==> src/fdpi_pkg.sv <==
// Constants for the floppy/IDE drive pin interface
package fdpi_pkg;
  localparam int STEP_LOW_NS = 1000;
  localparam int CLK_NS = 50;
  localparam int STEP_LOW_CYC = (STEP_LOW_NS + CLK_NS - 1) / CLK_NS;
  localparam logic RST_SELECT = 1'h0;
  localparam logic RST_THREE_MODE = 1'h0;
  localparam logic RST_PULLUP_DIS = 1'h0;
  localparam int SYNC_W = 6;
  typedef enum logic [1:0] {
    FDPI_ST_IDLE = 2'h0,
    FDPI_ST_LOW = 2'h1,
    FDPI_ST_REC = 2'h3
  } fdpi_step_e;
endpackage : fdpi_pkg

==> src/fdpi_sync.sv <==
// Two-flop synchroniser bank for drive status pins
`timescale 1ns/1ps
module fdpi_sync #(
  parameter int W = 6
) (
  input wire logic sys_clk,
  input wire logic sys_rst,
  input wire logic [W-1:0] async_in,
  output logic [W-1:0] sync_out
);
  logic [W-1:0] meta_r;
  logic [W-1:0] meta_nxt;
  logic [W-1:0] sync_r;
  logic [W-1:0] sync_nxt;

  always_comb begin
    meta_nxt = async_in;
    sync_nxt = meta_r;
  end

  // Idle level of all these pins is high
  always_ff @(posedge sys_clk) begin
    if (sys_rst) begin
      meta_r <= '1;
      sync_r <= '1;
    end else begin
      meta_r <= meta_nxt;
      sync_r <= sync_nxt;
    end
  end

  assign sync_out = sync_r;
endmodule : fdpi_sync

==> src/fdpi_top.sv <==
// Drive-side pin interface: floppy control, status, IDE/IR pin sharing
`timescale 1ns/1ps
module fdpi_top
  import fdpi_pkg::*;
#(
  parameter int STEP_CYC = STEP_LOW_CYC
) (
  input wire logic sys_clk,
  input wire logic sys_rst,
  input wire logic ir_or_ide_select,
  input wire logic three_mode_enable,
  input wire logic drive_input_pullup_disable,
  input wire logic core_ide_reset,
  input wire logic core_ide_buf_en,
  input wire logic core_irq_g,
  input wire logic core_irq_h,
  input wire logic hdc_base_one_hit,
  input wire logic hdc_base_two_hit,
  input wire logic core_ir_tx,
  input wire logic core_write_gate,
  input wire logic core_write_bit,
  input wire logic core_step_req,
  input wire logic core_dir_in,
  input wire logic core_side_one,
  input wire logic core_rate_500k,
  input wire logic core_three_mode_rwc,
  input wire logic [1:0] core_motor_on,
  input wire logic [1:0] core_drive_sel,
  input wire logic index_hole_in,
  input wire logic track_zero_in,
  input wire logic write_protect_in,
  input wire logic disk_change_in,
  input wire logic drive_read_data_in,
  input wire logic infrared_rx_in,
  output logic ide_reset_out,
  output logic ide_buffer_enable_out,
  output logic ide_chip_select_one,
  output logic ide_chip_select_zero,
  output logic ide_chip_select_zero_oe,
  output logic drive_write_gate,
  output logic drive_write_gate_oe,
  output logic drive_write_data,
  output logic drive_write_data_oe,
  output logic step_pulse_out,
  output logic step_pulse_out_oe,
  output logic step_direction_out,
  output logic step_direction_out_oe,
  output logic head_side_select,
  output logic head_side_select_oe,
  output logic reduced_write_current,
  output logic reduced_write_current_oe,
  output logic [1:0] motor_on_n,
  output logic [1:0] motor_on_n_oe,
  output logic [1:0] drive_sel_n,
  output logic [1:0] drive_sel_n_oe,
  output logic input_pullup_on,
  output logic index_seen,
  output logic track_zero,
  output logic disk_protected,
  output logic disk_changed,
  output logic read_pulse,
  output logic ir_rx_data,
  output logic step_busy
);
  logic [SYNC_W-1:0] pins_raw;
  logic [SYNC_W-1:0] pins_s;
  logic ide_reset_r, ide_reset_nxt;
  logic ide_buf_r, ide_buf_nxt;
  logic cs1_r, cs1_nxt;
  logic cs0_r, cs0_nxt;
  logic cs0_oe_r, cs0_oe_nxt;
  logic wg_oe_r, wg_oe_nxt;
  logic wd_oe_r, wd_oe_nxt;
  logic dir_oe_r, dir_oe_nxt;
  logic head_oe_r, head_oe_nxt;
  logic rwc_oe_r, rwc_oe_nxt;
  logic [1:0] mot_oe_r, mot_oe_nxt;
  logic [1:0] sel_oe_r, sel_oe_nxt;
  logic pu_r, pu_nxt;
  logic idx_r, idx_nxt;
  logic trk_r, trk_nxt;
  logic wp_r, wp_nxt;
  logic chg_r, chg_nxt;
  logic rd_prev_r, rd_prev_nxt;
  logic rdp_r, rdp_nxt;
  logic irrx_r, irrx_nxt;
  fdpi_step_e st_r, st_nxt;
  logic [15:0] cnt_r, cnt_nxt;
  logic rwc_level;
  logic step_oe_r, step_oe_nxt;
  logic busy_r, busy_nxt;
  logic [15:0] low_len_r, low_len_nxt;

  assign pins_raw = {infrared_rx_in, drive_read_data_in, disk_change_in,
                     write_protect_in, track_zero_in, index_hole_in};

  fdpi_sync #(.W(SYNC_W)) u_sync (
    .sys_clk(sys_clk),
    .sys_rst(sys_rst),
    .async_in(pins_raw),
    .sync_out(pins_s)
  );

  // Shared IDE/IR pins
  always_comb begin
    ide_reset_nxt = ir_or_ide_select ? core_irq_g : ~core_ide_reset;
    ide_buf_nxt = ir_or_ide_select ? core_irq_h : ~core_ide_buf_en;
    // chip select one or IR transmit
    cs1_nxt = ir_or_ide_select ? core_ir_tx : ~hdc_base_two_hit;
    // chip select zero or IR receive
    cs0_nxt = ~hdc_base_one_hit;
    cs0_oe_nxt = ~ir_or_ide_select;
    irrx_nxt = ir_or_ide_select ? pins_s[5] : 1'h1;
  end

  // Open-drain floppy controls: enable pulls low
  always_comb begin
    rwc_level = three_mode_enable ? core_three_mode_rwc : core_rate_500k;
    wg_oe_nxt = core_write_gate;
    wd_oe_nxt = core_write_gate & core_write_bit;
    dir_oe_nxt = core_dir_in;
    head_oe_nxt = core_side_one;
    rwc_oe_nxt = ~rwc_level;
    mot_oe_nxt = core_motor_on;
    sel_oe_nxt = core_drive_sel;
    pu_nxt = ~drive_input_pullup_disable;
  end

  // Status inputs, active low at the pins
  always_comb begin
    idx_nxt = ~pins_s[0];
    trk_nxt = ~pins_s[1];
    wp_nxt = ~pins_s[2];
    chg_nxt = ~pins_s[3];
    // falling edge marks a read pulse
    rd_prev_nxt = pins_s[4];
    rdp_nxt = rd_prev_r & ~pins_s[4];
  end

  always_comb begin
    st_nxt = st_r;
    cnt_nxt = cnt_r;
    unique case (st_r)
      FDPI_ST_IDLE: begin
        if (core_step_req) begin
          st_nxt = FDPI_ST_LOW;
          cnt_nxt = 16'(STEP_CYC - 1);
        end
      end
      FDPI_ST_LOW: begin
        if (cnt_r == 16'h0) begin
          st_nxt = FDPI_ST_REC;
          cnt_nxt = 16'(STEP_CYC - 1);
        end else begin
          cnt_nxt = cnt_r - 16'h1;
        end
      end
      FDPI_ST_REC: begin
        if (cnt_r == 16'h0) begin
          st_nxt = FDPI_ST_IDLE;
        end else begin
          cnt_nxt = cnt_r - 16'h1;
        end
      end
      default: begin
        st_nxt = FDPI_ST_IDLE;
      end
    endcase
    step_oe_nxt = (st_nxt == FDPI_ST_LOW);
    busy_nxt = (st_nxt != FDPI_ST_IDLE);
    low_len_nxt = step_oe_r ? low_len_r + 16'h1 : 16'h0;
  end

  always_ff @(posedge sys_clk) begin
    if (sys_rst) begin
      ide_reset_r <= 1'h0;
      ide_buf_r <= 1'h1;
      cs1_r <= 1'h1;
      cs0_r <= 1'h1;
      cs0_oe_r <= 1'h1;
      wg_oe_r <= 1'h0;
      wd_oe_r <= 1'h0;
      dir_oe_r <= 1'h0;
      head_oe_r <= 1'h0;
      rwc_oe_r <= 1'h0;
      mot_oe_r <= 2'h0;
      sel_oe_r <= 2'h0;
      pu_r <= 1'h1;
      idx_r <= 1'h0;
      trk_r <= 1'h0;
      wp_r <= 1'h0;
      chg_r <= 1'h0;
      rd_prev_r <= 1'h1;
      rdp_r <= 1'h0;
      irrx_r <= 1'h1;
      st_r <= FDPI_ST_IDLE;
      cnt_r <= 16'h0;
      step_oe_r <= 1'h0;
      busy_r <= 1'h0;
      low_len_r <= 16'h0;
    end else begin
      ide_reset_r <= ide_reset_nxt;
      ide_buf_r <= ide_buf_nxt;
      cs1_r <= cs1_nxt;
      cs0_r <= cs0_nxt;
      cs0_oe_r <= cs0_oe_nxt;
      wg_oe_r <= wg_oe_nxt;
      wd_oe_r <= wd_oe_nxt;
      dir_oe_r <= dir_oe_nxt;
      head_oe_r <= head_oe_nxt;
      rwc_oe_r <= rwc_oe_nxt;
      mot_oe_r <= mot_oe_nxt;
      sel_oe_r <= sel_oe_nxt;
      pu_r <= pu_nxt;
      idx_r <= idx_nxt;
      trk_r <= trk_nxt;
      wp_r <= wp_nxt;
      chg_r <= chg_nxt;
      rd_prev_r <= rd_prev_nxt;
      rdp_r <= rdp_nxt;
      irrx_r <= irrx_nxt;
      st_r <= st_nxt;
      cnt_r <= cnt_nxt;
      step_oe_r <= step_oe_nxt;
      busy_r <= busy_nxt;
      low_len_r <= low_len_nxt;
    end
  end

  assign ide_reset_out = ide_reset_r;
  assign ide_buffer_enable_out = ide_buf_r;
  assign ide_chip_select_one = cs1_r;
  assign ide_chip_select_zero = cs0_r;
  assign ide_chip_select_zero_oe = cs0_oe_r;
  assign drive_write_gate = 1'h0;
  assign drive_write_gate_oe = wg_oe_r;
  assign drive_write_data = 1'h0;
  assign drive_write_data_oe = wd_oe_r;
  assign step_pulse_out = 1'h0;
  assign step_pulse_out_oe = step_oe_r;
  assign step_direction_out = 1'h0;
  assign step_direction_out_oe = dir_oe_r;
  assign head_side_select = 1'h0;
  assign head_side_select_oe = head_oe_r;
  assign reduced_write_current = 1'h0;
  assign reduced_write_current_oe = rwc_oe_r;
  assign motor_on_n = 2'h0;
  assign motor_on_n_oe = mot_oe_r;
  assign drive_sel_n = 2'h0;
  assign drive_sel_n_oe = sel_oe_r;
  assign input_pullup_on = pu_r;
  assign index_seen = idx_r;
  assign track_zero = trk_r;
  assign disk_protected = wp_r;
  assign disk_changed = chg_r;
  assign read_pulse = rdp_r;
  assign ir_rx_data = irrx_r;
  assign step_busy = busy_r;

  AST_IDE_RESET_MUX: assert property (
    @(posedge sys_clk) disable iff (sys_rst)
    !ir_or_ide_select |=> ide_reset_out == !$past(core_ide_reset))
    else $error("ide reset pin wrong in IDE mode");
  AST_IRQ_G_MUX: assert property (
    @(posedge sys_clk) disable iff (sys_rst)
    ir_or_ide_select |=> ide_reset_out == $past(core_irq_g))
    else $error("irq g not on shared pin");
  AST_BUF_MUX: assert property (
    @(posedge sys_clk) disable iff (sys_rst)
    1'b1 |=> ide_buffer_enable_out == ($past(ir_or_ide_select) ?
      $past(core_irq_h) : !$past(core_ide_buf_en)))
    else $error("buffer enable pin wrong");
  AST_CS1_MUX: assert property (
    @(posedge sys_clk) disable iff (sys_rst)
    1'b1 |=> ide_chip_select_one == ($past(ir_or_ide_select) ?
      $past(core_ir_tx) : !$past(hdc_base_two_hit)))
    else $error("chip select one pin wrong");
  AST_CS0_MUX: assert property (
    @(posedge sys_clk) disable iff (sys_rst)
    1'b1 |=> ide_chip_select_zero_oe == !$past(ir_or_ide_select)
      && ide_chip_select_zero == !$past(hdc_base_one_hit))
    else $error("chip select zero pin wrong");
  AST_WRITE_DATA_GATED: assert property (
    @(posedge sys_clk) disable iff (sys_rst)
    drive_write_data_oe |-> $past(core_write_gate))
    else $error("write data without gate");
  AST_RWC_RATE: assert property (
    @(posedge sys_clk) disable iff (sys_rst)
    !three_mode_enable ##1 1'b1 |->
      reduced_write_current_oe == !$past(core_rate_500k))
    else $error("write current rate coding wrong");
  AST_STEP_WIDTH: assert property (
    @(posedge sys_clk) disable iff (sys_rst)
    $fell(step_pulse_out_oe) |-> low_len_r == 16'(STEP_CYC))
    else $error("step pulse width wrong");
  AST_RESET_RELEASE: assert property (
    @(posedge sys_clk)
    $past(sys_rst) |-> !step_pulse_out_oe && motor_on_n_oe == 2'h0
      && drive_sel_n_oe == 2'h0 && !drive_write_gate_oe)
    else $error("drive outputs not released after reset");
endmodule : fdpi_top

==> config.mk <==
export PLATFORM = sky130hd
export DESIGN_NAME = fdpi_top
export DESIGN_NICKNAME = d
export VERILOG_FILES = /design/src/fdpi_pkg.sv /design/src/fdpi_sync.sv /design/src/fdpi_top.sv
export SDC_FILE = /design/constraint.sdc
export NUM_CORES = 1
export LEC_CHECK = 0
export CORE_MARGIN = 2
export CORE_UTILIZATION = 30
export DETAILED_ROUTE_END_ITERATION = 8
export DONT_BUFFER_PORTS = 1
export GPL_TIMING_DRIVEN = 0
export SYNTH_ARGS = -nofsm -noshare
export SYNTH_HDL_FRONTEND = slang
export SYNTH_HIERARCHICAL = 1
export SYNTH_SLANG_ARGS = --single-unit
==> constraint.sdc <==
create_clock -name sys_clk -period 2.6 [get_ports sys_clk]
set_input_delay 0.52 -clock sys_clk [delete_from_list [all_inputs] [get_ports sys_clk]]
set_output_delay 0.52 -clock sys_clk [all_outputs]
set_load 0.01 [all_outputs]
Yosys cells after proc, flatten, opt, wreduce, memory -nomap -nowiden
Cells that the tools add are included.

operators by class
  add/sub/neg operators = 1
  equality and inequality tests = 5
  multiplexer cells = 12
  bitwise gates (word level) = 14
  reductions and logical operators = 6

operators by type and width
  cell                                                                  count
  16-bit 2-to-1 mux                                                     3
  16-bit case mux with 3 select lines                                   1
  16-bit logical NOT                                                    1
  16-bit by 1-bit subtractor with 16-bit output, second input constant  1
  1-bit inverter                                                        12
  2-bit 2-to-1 mux                                                      3
  2-bit case mux with 3 select lines                                    1
  2-bit by 1-bit == test with 1-bit output, second input constant       2
  1-bit 2-to-1 mux                                                      4
  2-bit inequality test, second input constant                          2
  3-bit AND reduction                                                   1
  3-bit nonzero test                                                    1
  1-bit bitwise AND                                                     2
  2-bit == test, second input constant                                  1
  2-bit logical NOT                                                     1
  2-bit nonzero test                                                    1
  2-bit OR reduction                                                    1

word-level totals
  register bits = 54
  input bits = 29
  output and inout port bits = 33
  logic and storage cells = 64

Depth between registers and ports, before layout
Gate-level depths: netlist of the first run.

  word-level depth = 4
  gate-level depth with buffers = 7
  depth with buffers taken out = 6

Cells and area by module
The synthesis of the first run kept the hierarchy.

by module, submodules not included
  module     times used  cells each  area each (um^2)  seq. area each (um^2)
  fdpi_top   1           200         1889.3            840.8
  fdpi_sync  1           25          320.3             240.2

Worst setup path before layout of the first run
Ideal clock, no wire load.

  kind = reg-to-reg
  start = register cnt_r[0]
  end = register cnt_r[7]
  arrival time = 1782 ps
  required time = 2521 ps
  setup slack = 739 ps
  stages on the path, launching flop included = 7
  buffers on the path = 0
  period minus slack after synthesis = 1861 ps
  cell sequence = dfxtp_1 inv_1 ha_1 nor3b_2 and4_1 or4_1 a211oi_2

on the way
  cells in the longest elaborated chain, start to end = 3
  elaborated cells between the ends (all ways) = 7

RTL lines
  what                                                                                        RTL line         source
  from (decl)                                                                                 fdpi_top.sv:88   logic [15:0] cnt_r, cnt_nxt;
  from (signal assigned)                                                                      fdpi_top.sv:223  cnt_r <= cnt_nxt;
  16-bit by 1-bit subtractor with 16-bit output / 16-bit logical NOT (equally long branches)  n/a
  16-bit 2-to-1 mux (tied with other cells)                                                   fdpi_top.sv:159  if (cnt_r == 16'h0) begin
  16-bit case mux with 3 select lines / 3-bit AND reduction (equally long branches)           n/a

Parallel ways exist; a longest one is shown, timed or not. The select of a mux whose other input is x is not followed.
A chain may end at the register's enable or synchronous reset.

Final worst setup path of the first run
  start = register cnt_r[0]
  end = register cnt_r[9]

The elaborated chain is that of the path after synthesis.

==> results of run 1 <==
[metrics by stage]
stage	instances	total power, uW	area, sq um	setup WS [ns]
global route	341	2480	2480	0.135
detailed placement	333	1800	2370	0.406
finish	341	2340	2480	0.349
floorplan	234	1630	2240	0.739
CTS	341	2360	2480	0.384
global placement	333	1800	2370	0.414
[cell type report]
class,count,area [sq um]
Fill cell,734,4700
Sequential cell,54,1080
Multi-Input combinational cell,156,1010
Buffer,20,138
Tap cell,99,124
Clock buffer,6,72.6
Clock inverter,2,37.5
Inverter,4,15.0
[cells by family after synthesis]
logic type	after synthesis	synth area share, %
DFF	54	48.9
other	1	0.170
and+or+nand+nor	102	28.7
adders and majority gates	1	0.566
buffers and inverters	24	6.91
AOI/OAI and AO/OA	42	14.3
xor gates and xnor gates	1	0.396
[registers in the layout, summed over array words and instances (netlist names), 2 cells and up]
name / flops
cnt_r: 16
u_sync/sync_out: 6
u_sync/meta_r: 6
drive_sel_n_oe: 2
motor_on_n_oe: 2
st_r: 2
[worst max-delay path: stages (launching register included)]
cell and delay, ns:
dfxtp_1 0.35, inv_1 0.11, ha_1 0.20, nor3b_2 0.52, nand4_1 0.41, a21oi_1 0.42, o21ai_0 0.14
[power by group through the flow]
stage / Clock (uW) / Sequential (uW) / Combinational (uW)
2_1_floorplan: 0 / 1020 / 605
3_3_place_gp: 0 / 1040 / 754
3_5_place_dp: 0 / 1040 / 752
4_1_cts: 570 / 1030 / 760
5_1_grt: 605 / 1040 / 837
6_report: 555 / 1030 / 761
[how the worst max path moves through the flow]
stage | from | endpoint | slack [ns] | cells after the start
2_1_floorplan | cnt_r[0] | cnt_r[7] | 0.74 | 6
3_3_place_gp | cnt_r[0] | cnt_r[9] | 0.41 | 6
3_5_place_dp | cnt_r[0] | cnt_r[9] | 0.41 | 6
4_1_cts | cnt_r[0] | cnt_r[9] | 0.38 | 6
5_1_grt | cnt_r[0] | cnt_r[9] | 0.13 | 6
6_report | cnt_r[0] | cnt_r[9] | 0.35 | 6
[layer usage]
| metal | GRT usage, % | up-vias |
|---|---|---|
| li1 | - | 819 |
| met1 | 13.7 | 764 |
| met2 | 16.9 | 49 |
| met3 | 2.85 | 7 |
| met4 | 5.64 | 0 |
| met5 | 0 | - |
[layout by cell type (no fill, tap or decap), drive strengths merged, types with 2 or more instances in the layout]
cell	instances
conb	10
o21ai	6
nor2b	12
o21bai	2
buf	14
nor2	19
nor3	6
a211o	7
a21oi	6
o211ai	4
nand2	6
or3	3
inv	3
a211oi	8
nor4	8
or2	16
nor3b	2
or4	7
dfxtp	54
nand2b	4
nand4	8
and4	2
clkbuf	12
nand3	5
==> impl_results.md, run 1 <==
* Status: finished, final reports clean
* Post-synth EDFFs at 0
* Tmin final at 2.25 ns
* Hold Worst Slack at 0.281 ns
* Psw at 823 uW
* Final setup vio count at 0
* CTS clk-pin slew, worst paths at 0.09 ns
* Die X at 89.8 um
* Instance count of the mapped netlist at 225
* Clock buffer depth at 2
* Share of async-settable or async-resettable flops after synthesis at 0%
* Slew margin rel. at 60.7%
* Total track usage at 10.8%
* Comb power frac at 32.5%
* Internal Pwr Total at 1520 uW
* Pins Over Slew Limit at 0
* Core area at 0.00718 sq mm
* DRT met1 WL at 2060 um
* RR Startpoint: cnt_r[0]
* Worst-Skew Late Latency at 0.31 ns
* Pre-antenna DRT Iters at 4
* Syn Std Cell Area at 0.00221 sq mm
* Routed wl met3 at 256 um
* GP Congestion at 0.870
* Detailed-route via count at 1639
* Die span in y at 89.8 um
* Buffers on Ports at 0
* Top post-synthesis cells by area: dfxtp_1 (49%), buf_4 (3.4%), nor2b_1 (3.4%), or2_1 (3.4%), nor2_1 (2.9%)
* H-tree levels at 2
* CP Data Required Time at 2.79 ns
* Largest net degree at the start of global routing at 17
* Routed Antenna Nets at 0
* Via count of the first global-routing pass at 1440
* Worst Path Max Fanout at 10
* N_diodes at 0
* Tightest Pin Transition at 0.587 ns
* Post-synth cell types at 53
* Maximum VDD drop at 0.305 mV
* Max_cap viols at 0
* # rows at 31
* Top Metal Used: met4
* Top cell type's share of synthesized area at 48.9%
* Nets at 271
* Fmax at 444 MHz
* Leakage dissipation at 0.000980 uW
* PwrDens at 945 mW/mm^2
* Fin util at 34.5%
* CTS buffer count at 5
* Seq/Total Area, Yosys at 48.9%
* Top_reg_cell synth: dfxtp_1
* CTS tree: built
* Top Ports at 62
* Wire per inst at 13.0 um
* Hold path depth at 1
* Fin. Hold Viols at 0
* Synth warn at 6
* Setup crit start kind: flip-flop
* Commonest cells in the netlist: dfxtp_1 (54), nor2_1 (17), nor2b_1 (12), or2_1 (12), buf_4 (10)
* Initial Util at 30.8%
* Met2 wire length at 2010 um
* HP Class: in -> reg
* Final Cycle Share at 86.6%
* Setup bufs post-CTS at 0
* Clk pwr share at 23.7%
* Vias/cell at 4.81
* Final wirelength at 4440 um
* Sw frac at 35.1%
* Seq pwr share at 43.8%
* Share of layout cells above drive strength 1 at 16.5%
* GRT overflow at 0
* Setup Skew at 0.00795 ns
* Setup crit end kind: flip-flop
* Setup tns final at 0 ns
* Clock sink count at 54
* R2r setup slk at 0.35 ns
* Leading area contributor after synthesis: dfxtp_1
* Worst EP arrival at 2.44 ns
* Most common cell in the netlist: dfxtp_1
* Unrepaired setup endpoints after global routing: no
* Worst Hold Endpoint: ide_chip_select_zero
* Post-Syn Area per Cell at 9.82 sq um
* R2R depth at 6
* Die ar. at 0.00807 sq mm
* # hold bufs at CTS at 0
* WS Path Type: reg -> reg
* Drc violations at 0
* First-pass GRT wire length at 7100 um
* Area Overhead vs Synth at 12.1%
* DPL Wire Length at 3280 um
* Post_cts resized at 0
* Min-delay src: hdc_base_one_hit
* Root Driver: clkbuf_8
* Crit Reg-Reg Endpoint: cnt_r[9]
* Post-synthesis register bit count at 54
* DRT iter0 DRCs at 61
* Initial antenna violation count at 0
Power figures use the tool's default switching activity.
==> inputs of run 2 (changes only) <==
Settings changed: CTS_CLUSTER_DIAMETER set to 150, GPL_TIMING_DRIVEN 0 to 1.
==> run 2 against run 1 <==
Effect of this change:
- setup slack better by 0.015 ns
- flip-flop and latch count unchanged
- register-to-register slack improved by 0.02 ns
- clock power fell by 19%
- via count is 5.5% lower
- critical path type unchanged
- largest power group unchanged
==> impl_results.md, run 2 (synthesis gave the netlist of run 1 again) <==
* Status: finished, final reports clean
* N_diodes at 0 (unchanged)
* CTS buffer count at 5 (unchanged)
* Share of layout cells above drive strength 1 at 12.1% (-4.4 points)
* Worst-Skew Late Latency at 0.30 ns (about the same)
* Commonest non-fill, non-tap cell in the layout: dfxtp_1
* First-pass GRT wire length at 6800 um (-4.3%)
* Final Cycle Share at 86.0% (-0.59 points)
* Fin. Hold Viols at 0 (unchanged)
* Final setup vio count at 0 (unchanged)
* Worst Path Max Fanout at 12 (+2)
* Final wirelength at 4210 um (-5.1%)
* Buffers on Ports at 0 (unchanged)
* Root Driver: clkbuf_8
* Die span in y at 89.8 um (unchanged)
* Vias/cell at 4.81 (about the same)
* GRT overflow at 0 (unchanged)
* Most flops, register: cnt_r
* DPL Wire Length at 2960 um (-9.8%)
* Post_cts resized at 0 (unchanged)
* Initial Util at 30.8% (unchanged)
* Core area at 0.00718 sq mm (unchanged)
* Setup crit end kind: flip-flop
* Setup bufs post-CTS at 0 (unchanged)
* CP max stage cell: and4_1
* Layout Cells excl Fill at 322 (-5.6%)
* Area Overhead vs Synth at 5.32%
* Tightest Pin Transition at 0.556 ns (-0.0313 ns)
* Pre-antenna DRT Iters at 4 (unchanged)
* H-tree levels at 2 (unchanged)
* Design Power at 2170 uW (-7.5%)
* Nets at 252 (-7.0%)
* Clock sink count at 54 (unchanged)
* Setup Skew at 0.00582 ns (-0.00213 ns)
* # rows at 31 (unchanged)
* Setup crit start kind: flip-flop
* GP Congestion at 0.836 (-3.9%)
* # hold bufs at CTS at 0 (unchanged)
* Via count of the first global-routing pass at 1378 (-4.3%)
* Worst EP arrival at 2.43 ns (about the same)
* CTS clk-pin slew, worst paths at 0.09 ns (about the same)
* Final WS setup at 0.364 ns (+0.0153 ns)
* WS Path Type: reg -> reg
* Routed Antenna Nets at 0 (unchanged)
* Leakage dissipation at 0.000891 uW (-9.1%)
* Largest register FFs at 16 (unchanged)
* Tmin final at 2.24 ns (-0.0153 ns)
* Fmax at 447 MHz (+0.69%)
* Maximum VDD drop at 0.246 mV (-19%)
* CTS tree: built
* Detailed-route via count at 1549 (-5.5%)
* Total track usage at 10.3% (-0.56 points)
* Slowest stage delay, CP at 0.59 ns (+0.07 ns)
* Commonest cells after routing, fill and taps aside: dfxtp_1 (54), nor2_1 (17), nor2b_1 (12), or2_1 (12), conb_1 (10)
* Pre-CTS setup slack at 0.425 ns (+0.0197 ns)
* Die ar. at 0.00807 sq mm (unchanged)
* Initial antenna violation count at 0 (unchanged)
* Setup tns final at 0 ns (unchanged)
* Pins Over Slew Limit at 0 (unchanged)
* Drc violations at 0 (unchanged)
* CP Data Required Time at 2.79 ns (about the same)
* Critical Path, Cell by Cell: inv_1 > ha_1 > nor3b_2 > and4_1 > nor2_2 > a221o_1
* Slew margin rel. at 62.8% (+2.1 points)
* Clock buffer depth at 2 (unchanged)
* Largest net degree at the start of global routing at 50 (+33)
* HP Class: in -> reg
* Placed cells at 314 (-5.7%)
* Top Ports at 62 (unchanged)
* Wire per inst at 13.1 um (+0.46%)
* DRT iter0 DRCs at 182 (+200%)
* Unrepaired setup endpoints after global routing: no
* Max_cap viols at 0 (unchanged)
* PwrDens at 931 mW/mm^2 (-1.5%)
* Die X at 89.8 um (unchanged)
-- run 2: cell type report --
class / count / area [sq um]
timing repair buffer: 1 / 7.51
multi-input combinational: 156 / 1010
clock buffer: 5 / 68.8
sequential: 54 / 1080
tap: 99 / 124
clock inverter: 3 / 21.3
inverter: 4 / 15.0
fill: 716 / 4850
-- run 2: layer usage --
| metal | track usage (%) | vias to the layer above | wire [um] |
|---|---|---|---|
| met3 | 3.02 | 2 | 241 |
| met1 | 12.7 | 702 | 1960 |
| li1 | - | 781 | - |
| met4 | 5.00 | 0 | 62 |
| met2 | 16.4 | 64 | 1950 |
| met5 | 0 | - | 0 |
-- run 2: worst max-delay path: cells and delay by family (launching register included) --
| kind | cells | cell delay [ns] |
|---|---|---|
| flip-flops | 1 | 0.36 |
| AND/OR/NAND/NOR | 3 | 1.15 |
| AO/OA/AOI/OAI | 1 | 0.32 |
| buffers and inverters | 1 | 0.11 |
| adder cells (fa/ha/maj) | 1 | 0.19 |
-- run 2: path summary, 6_finish.rpt --
| kind | from | end | slack (ns) | cells after the start |
|---|---|---|---|---|
| setup / recovery | cnt_r[0] | cnt_r[3] | 0.36 | 6 |
| hold / removal | sys_rst | track_zero | 0.29 | 1 |
| setup reg to reg | cnt_r[0] | cnt_r[3] | 0.36 | 6 |
| hold reg to reg | u_sync/sync_out[1] | track_zero | 0.38 | 1 |
-- run 2: power breakdown --
part	internal [uW]	switching, uW
registers	921	127
clock network	189	259
logic	272	399
total	1380	785
-- run 2: per-stage QoR --
step	area (sq um)	hold WS (ns)	util [%]
floorplan	2240	0.368	-
global placement	2240	0.367	31.2
detailed placement	2240	0.369	31.2
CTS	2330	0.269	32.4
global route	2330	0.264	32.4
finish	2330	0.289	32.4
==> inputs of run 3 (changes only) <==
Clock period 2.6 ns to 2.7 ns, I/O delays scaled along.
==> run 3 against run 2 <==
Effect of this change:
- flip-flop and latch count did not move
- non-clock buffer count is the same
- register-to-register slack improved by 0.11 ns
- clock power about the same
- largest power group unchanged
==> impl_results.md, run 3 (synthesis gave the netlist of run 1 again) <==
* Status: finished, final reports clean
* DRT met1 WL at 2060 um (+5.4%)
* Core area at 0.00718 sq mm (unchanged)
* Maximum VDD drop at 0.265 mV (+7.7%)
* HP Class: in -> reg
* Pre-antenna DRT Iters at 6 (+2)
* Clk pwr share at 21.4% (+0.7 points)
* Drc violations at 0 (unchanged)
* H-tree levels at 2 (unchanged)
* GP Congestion at 0.835 (about the same)
* Crit path from: cnt_r[0]
* CTS buffer count at 5 (unchanged)
* N_diodes at 0 (unchanged)
* Fin util at 32.5% (+0.035 points)
* Clock sink count at 54 (unchanged)
* PwrDens at 907 mW/mm^2 (-2.6%)
* Max_cap viols at 0 (unchanged)
* Die ar. at 0.00807 sq mm (unchanged)
* Leakage dissipation at 0.000887 uW (-0.38%)
* Initial antenna violation count at 0 (unchanged)
* Setup bufs post-CTS at 0 (unchanged)
* Setup tns final at 0 ns (unchanged)
* Buffers and inverters on the worst path at 1 (unchanged)
* Tmin final at 2.23 ns (-0.0104 ns)
* Die span in y at 89.8 um (unchanged)
* DRT iter0 DRCs at 200 (+9.9%)
* Nets at 252 (unchanged)
* FF/Latch Area at 0.00108 sq mm (unchanged)
* Initial Util at 30.8% (unchanged)
* # rows at 31 (unchanged)
* Largest net degree at the start of global routing at 50 (unchanged)
* CTS tree: built
* Final setup vio count at 0 (unchanged)
* Seq pwr share at 47.7% (-0.6 points)
* Routed wl met3 at 277 um (+15%)
* Most flops, register: cnt_r
* Final Cycle Share at 82.4% (-3.6 points)
* Final wirelength at 4440 um (+5.4%)
* CP max stage cell: and4_1
* Min-delay src: sys_rst
* Post_cts resized at 0 (unchanged)
* First-pass GRT wire length at 7260 um (+6.8%)
* DPL Wire Length at 3070 um (+3.9%)
* Crit path max-delay family: simple AND/OR/NAND/NOR gates
* Hold Worst Slack at 0.293 ns (+0.00430 ns)
* Multi-input gate area at 0.00101 sq mm (unchanged)
* Pins Over Slew Limit at 0 (unchanged)
* Slew margin rel. at 61.8% (-0.94 points)
* Unrepaired setup endpoints after global routing: no
* Sw frac at 36.9% (+0.63 points)
* Commonest non-fill, non-tap cell in the layout: dfxtp_1
* Setup Skew at 0.00583 ns (+0.00000742 ns)
* Slowest stage delay, CP at 0.59 ns (about the same)
* Setup crit end kind: flip-flop
* Psw at 779 uW (-0.80%)
* Wire per inst at 13.8 um (+5.4%)
* Buffers on Ports at 0 (unchanged)
* Fin. Hold Viols at 0 (unchanged)
* Internal Pwr Total at 1330 uW (-3.4%)
* Fmax at 449 MHz (+0.47%)
* Share of layout cells above drive strength 1 at 12.1% (unchanged)
* Clock buffer depth at 2 (unchanged)
* Vias/cell at 4.88 (+1.4%)
* Top Ports at 62 (unchanged)
* Top Metal Used: met4
* Tightest Pin Transition at 0.570 ns (+0.0140 ns)
* Worst Path Max Fanout at 12 (unchanged)
* Via count of the first global-routing pass at 1384 (+0.44%)
* Die X at 89.8 um (unchanged)
* RR Startpoint: cnt_r[0]
* CTS clk-pin slew, worst paths at 0.10 ns (about the same)
* GRT overflow at 0 (unchanged)
* Comb power frac at 30.9% (about the same)
* Total track usage at 11.0% (+0.74 points)
* CP Data Required Time at 2.91 ns (+0.12 ns)
* FILL cells at 729 (+1.8%)
* Commonest cells after routing, fill and taps aside: dfxtp_1 (54), nor2_1 (17), nor2b_1 (12), or2_1 (12), conb_1 (10)
* Setup crit start kind: flip-flop
* Worst-Skew Late Latency at 0.30 ns (about the same)
* Largest register FFs at 16 (unchanged)
* Routed Antenna Nets at 0 (unchanged)
* Met2 wire length at 2040 um (+4.5%)
* Root Driver: clkbuf_8
* Area Overhead vs Synth at 5.44%
* Worst EP arrival at 2.43 ns (about the same)
* WS Path Type: reg -> reg
* Critical Path, Cell by Cell: inv_1 > ha_1 > nor3b_2 > and4_1 > nor2_2 > a221o_1
* Detailed-route via count at 1571 (+1.4%)
* # hold bufs at CTS at 0 (unchanged)
==> run 3: per-layer routing <==
layer | up-vias | GRT usage, %
met2 | 70 | 17.0
met5 | - | 0
met3 | 5 | 2.93
met1 | 717 | 14.7
li1 | 779 | -
met4 | 0 | 4.23
==> run 3: power by group through the flow <==
stage               registers, uW  logic, uW  clock network [uW]
finish                       1010        654                 451
global route                 1020        738                 506
CTS                          1010        647                 472
detailed placement           1030        642                   0
global placement             1020        644                   0
floorplan                     985        583                   0
==> run 3: metrics by stage <==
| step | power [uW] | instances | cell area (sq um) | setup slack, ns |
|---|---|---|---|---|
| 5_1_grt | 2270 | 322 | 2330 | 0.189 |
| 2_1_floorplan | 1570 | 234 | 2240 | 0.839 |
| 3_5_place_dp | 1670 | 314 | 2240 | 0.493 |
| 3_3_place_gp | 1670 | 314 | 2240 | 0.604 |
| 6_report | 2110 | 322 | 2330 | 0.475 |
| 4_1_cts | 2130 | 322 | 2330 | 0.487 |
==> run 3: final timing paths <==
path                            cells after the start             end  slack (ns)
worst max-delay path                                6        cnt_r[3]        0.47
worst min-delay path                                1  disk_protected        0.29
worst max register to register                      6        cnt_r[3]        0.47
worst min register to register                      1    disk_changed        0.39
==> run 3: layout make-up <==
class                   instances  area share (%)
well taps                      99            5.32
clock buffers                   5            2.95
inverters                       4           0.644
clock inverters                 3            1.02
flip-flops and latches         54            46.4
multi-input cells             156            43.3
repair buffers                  1           0.322
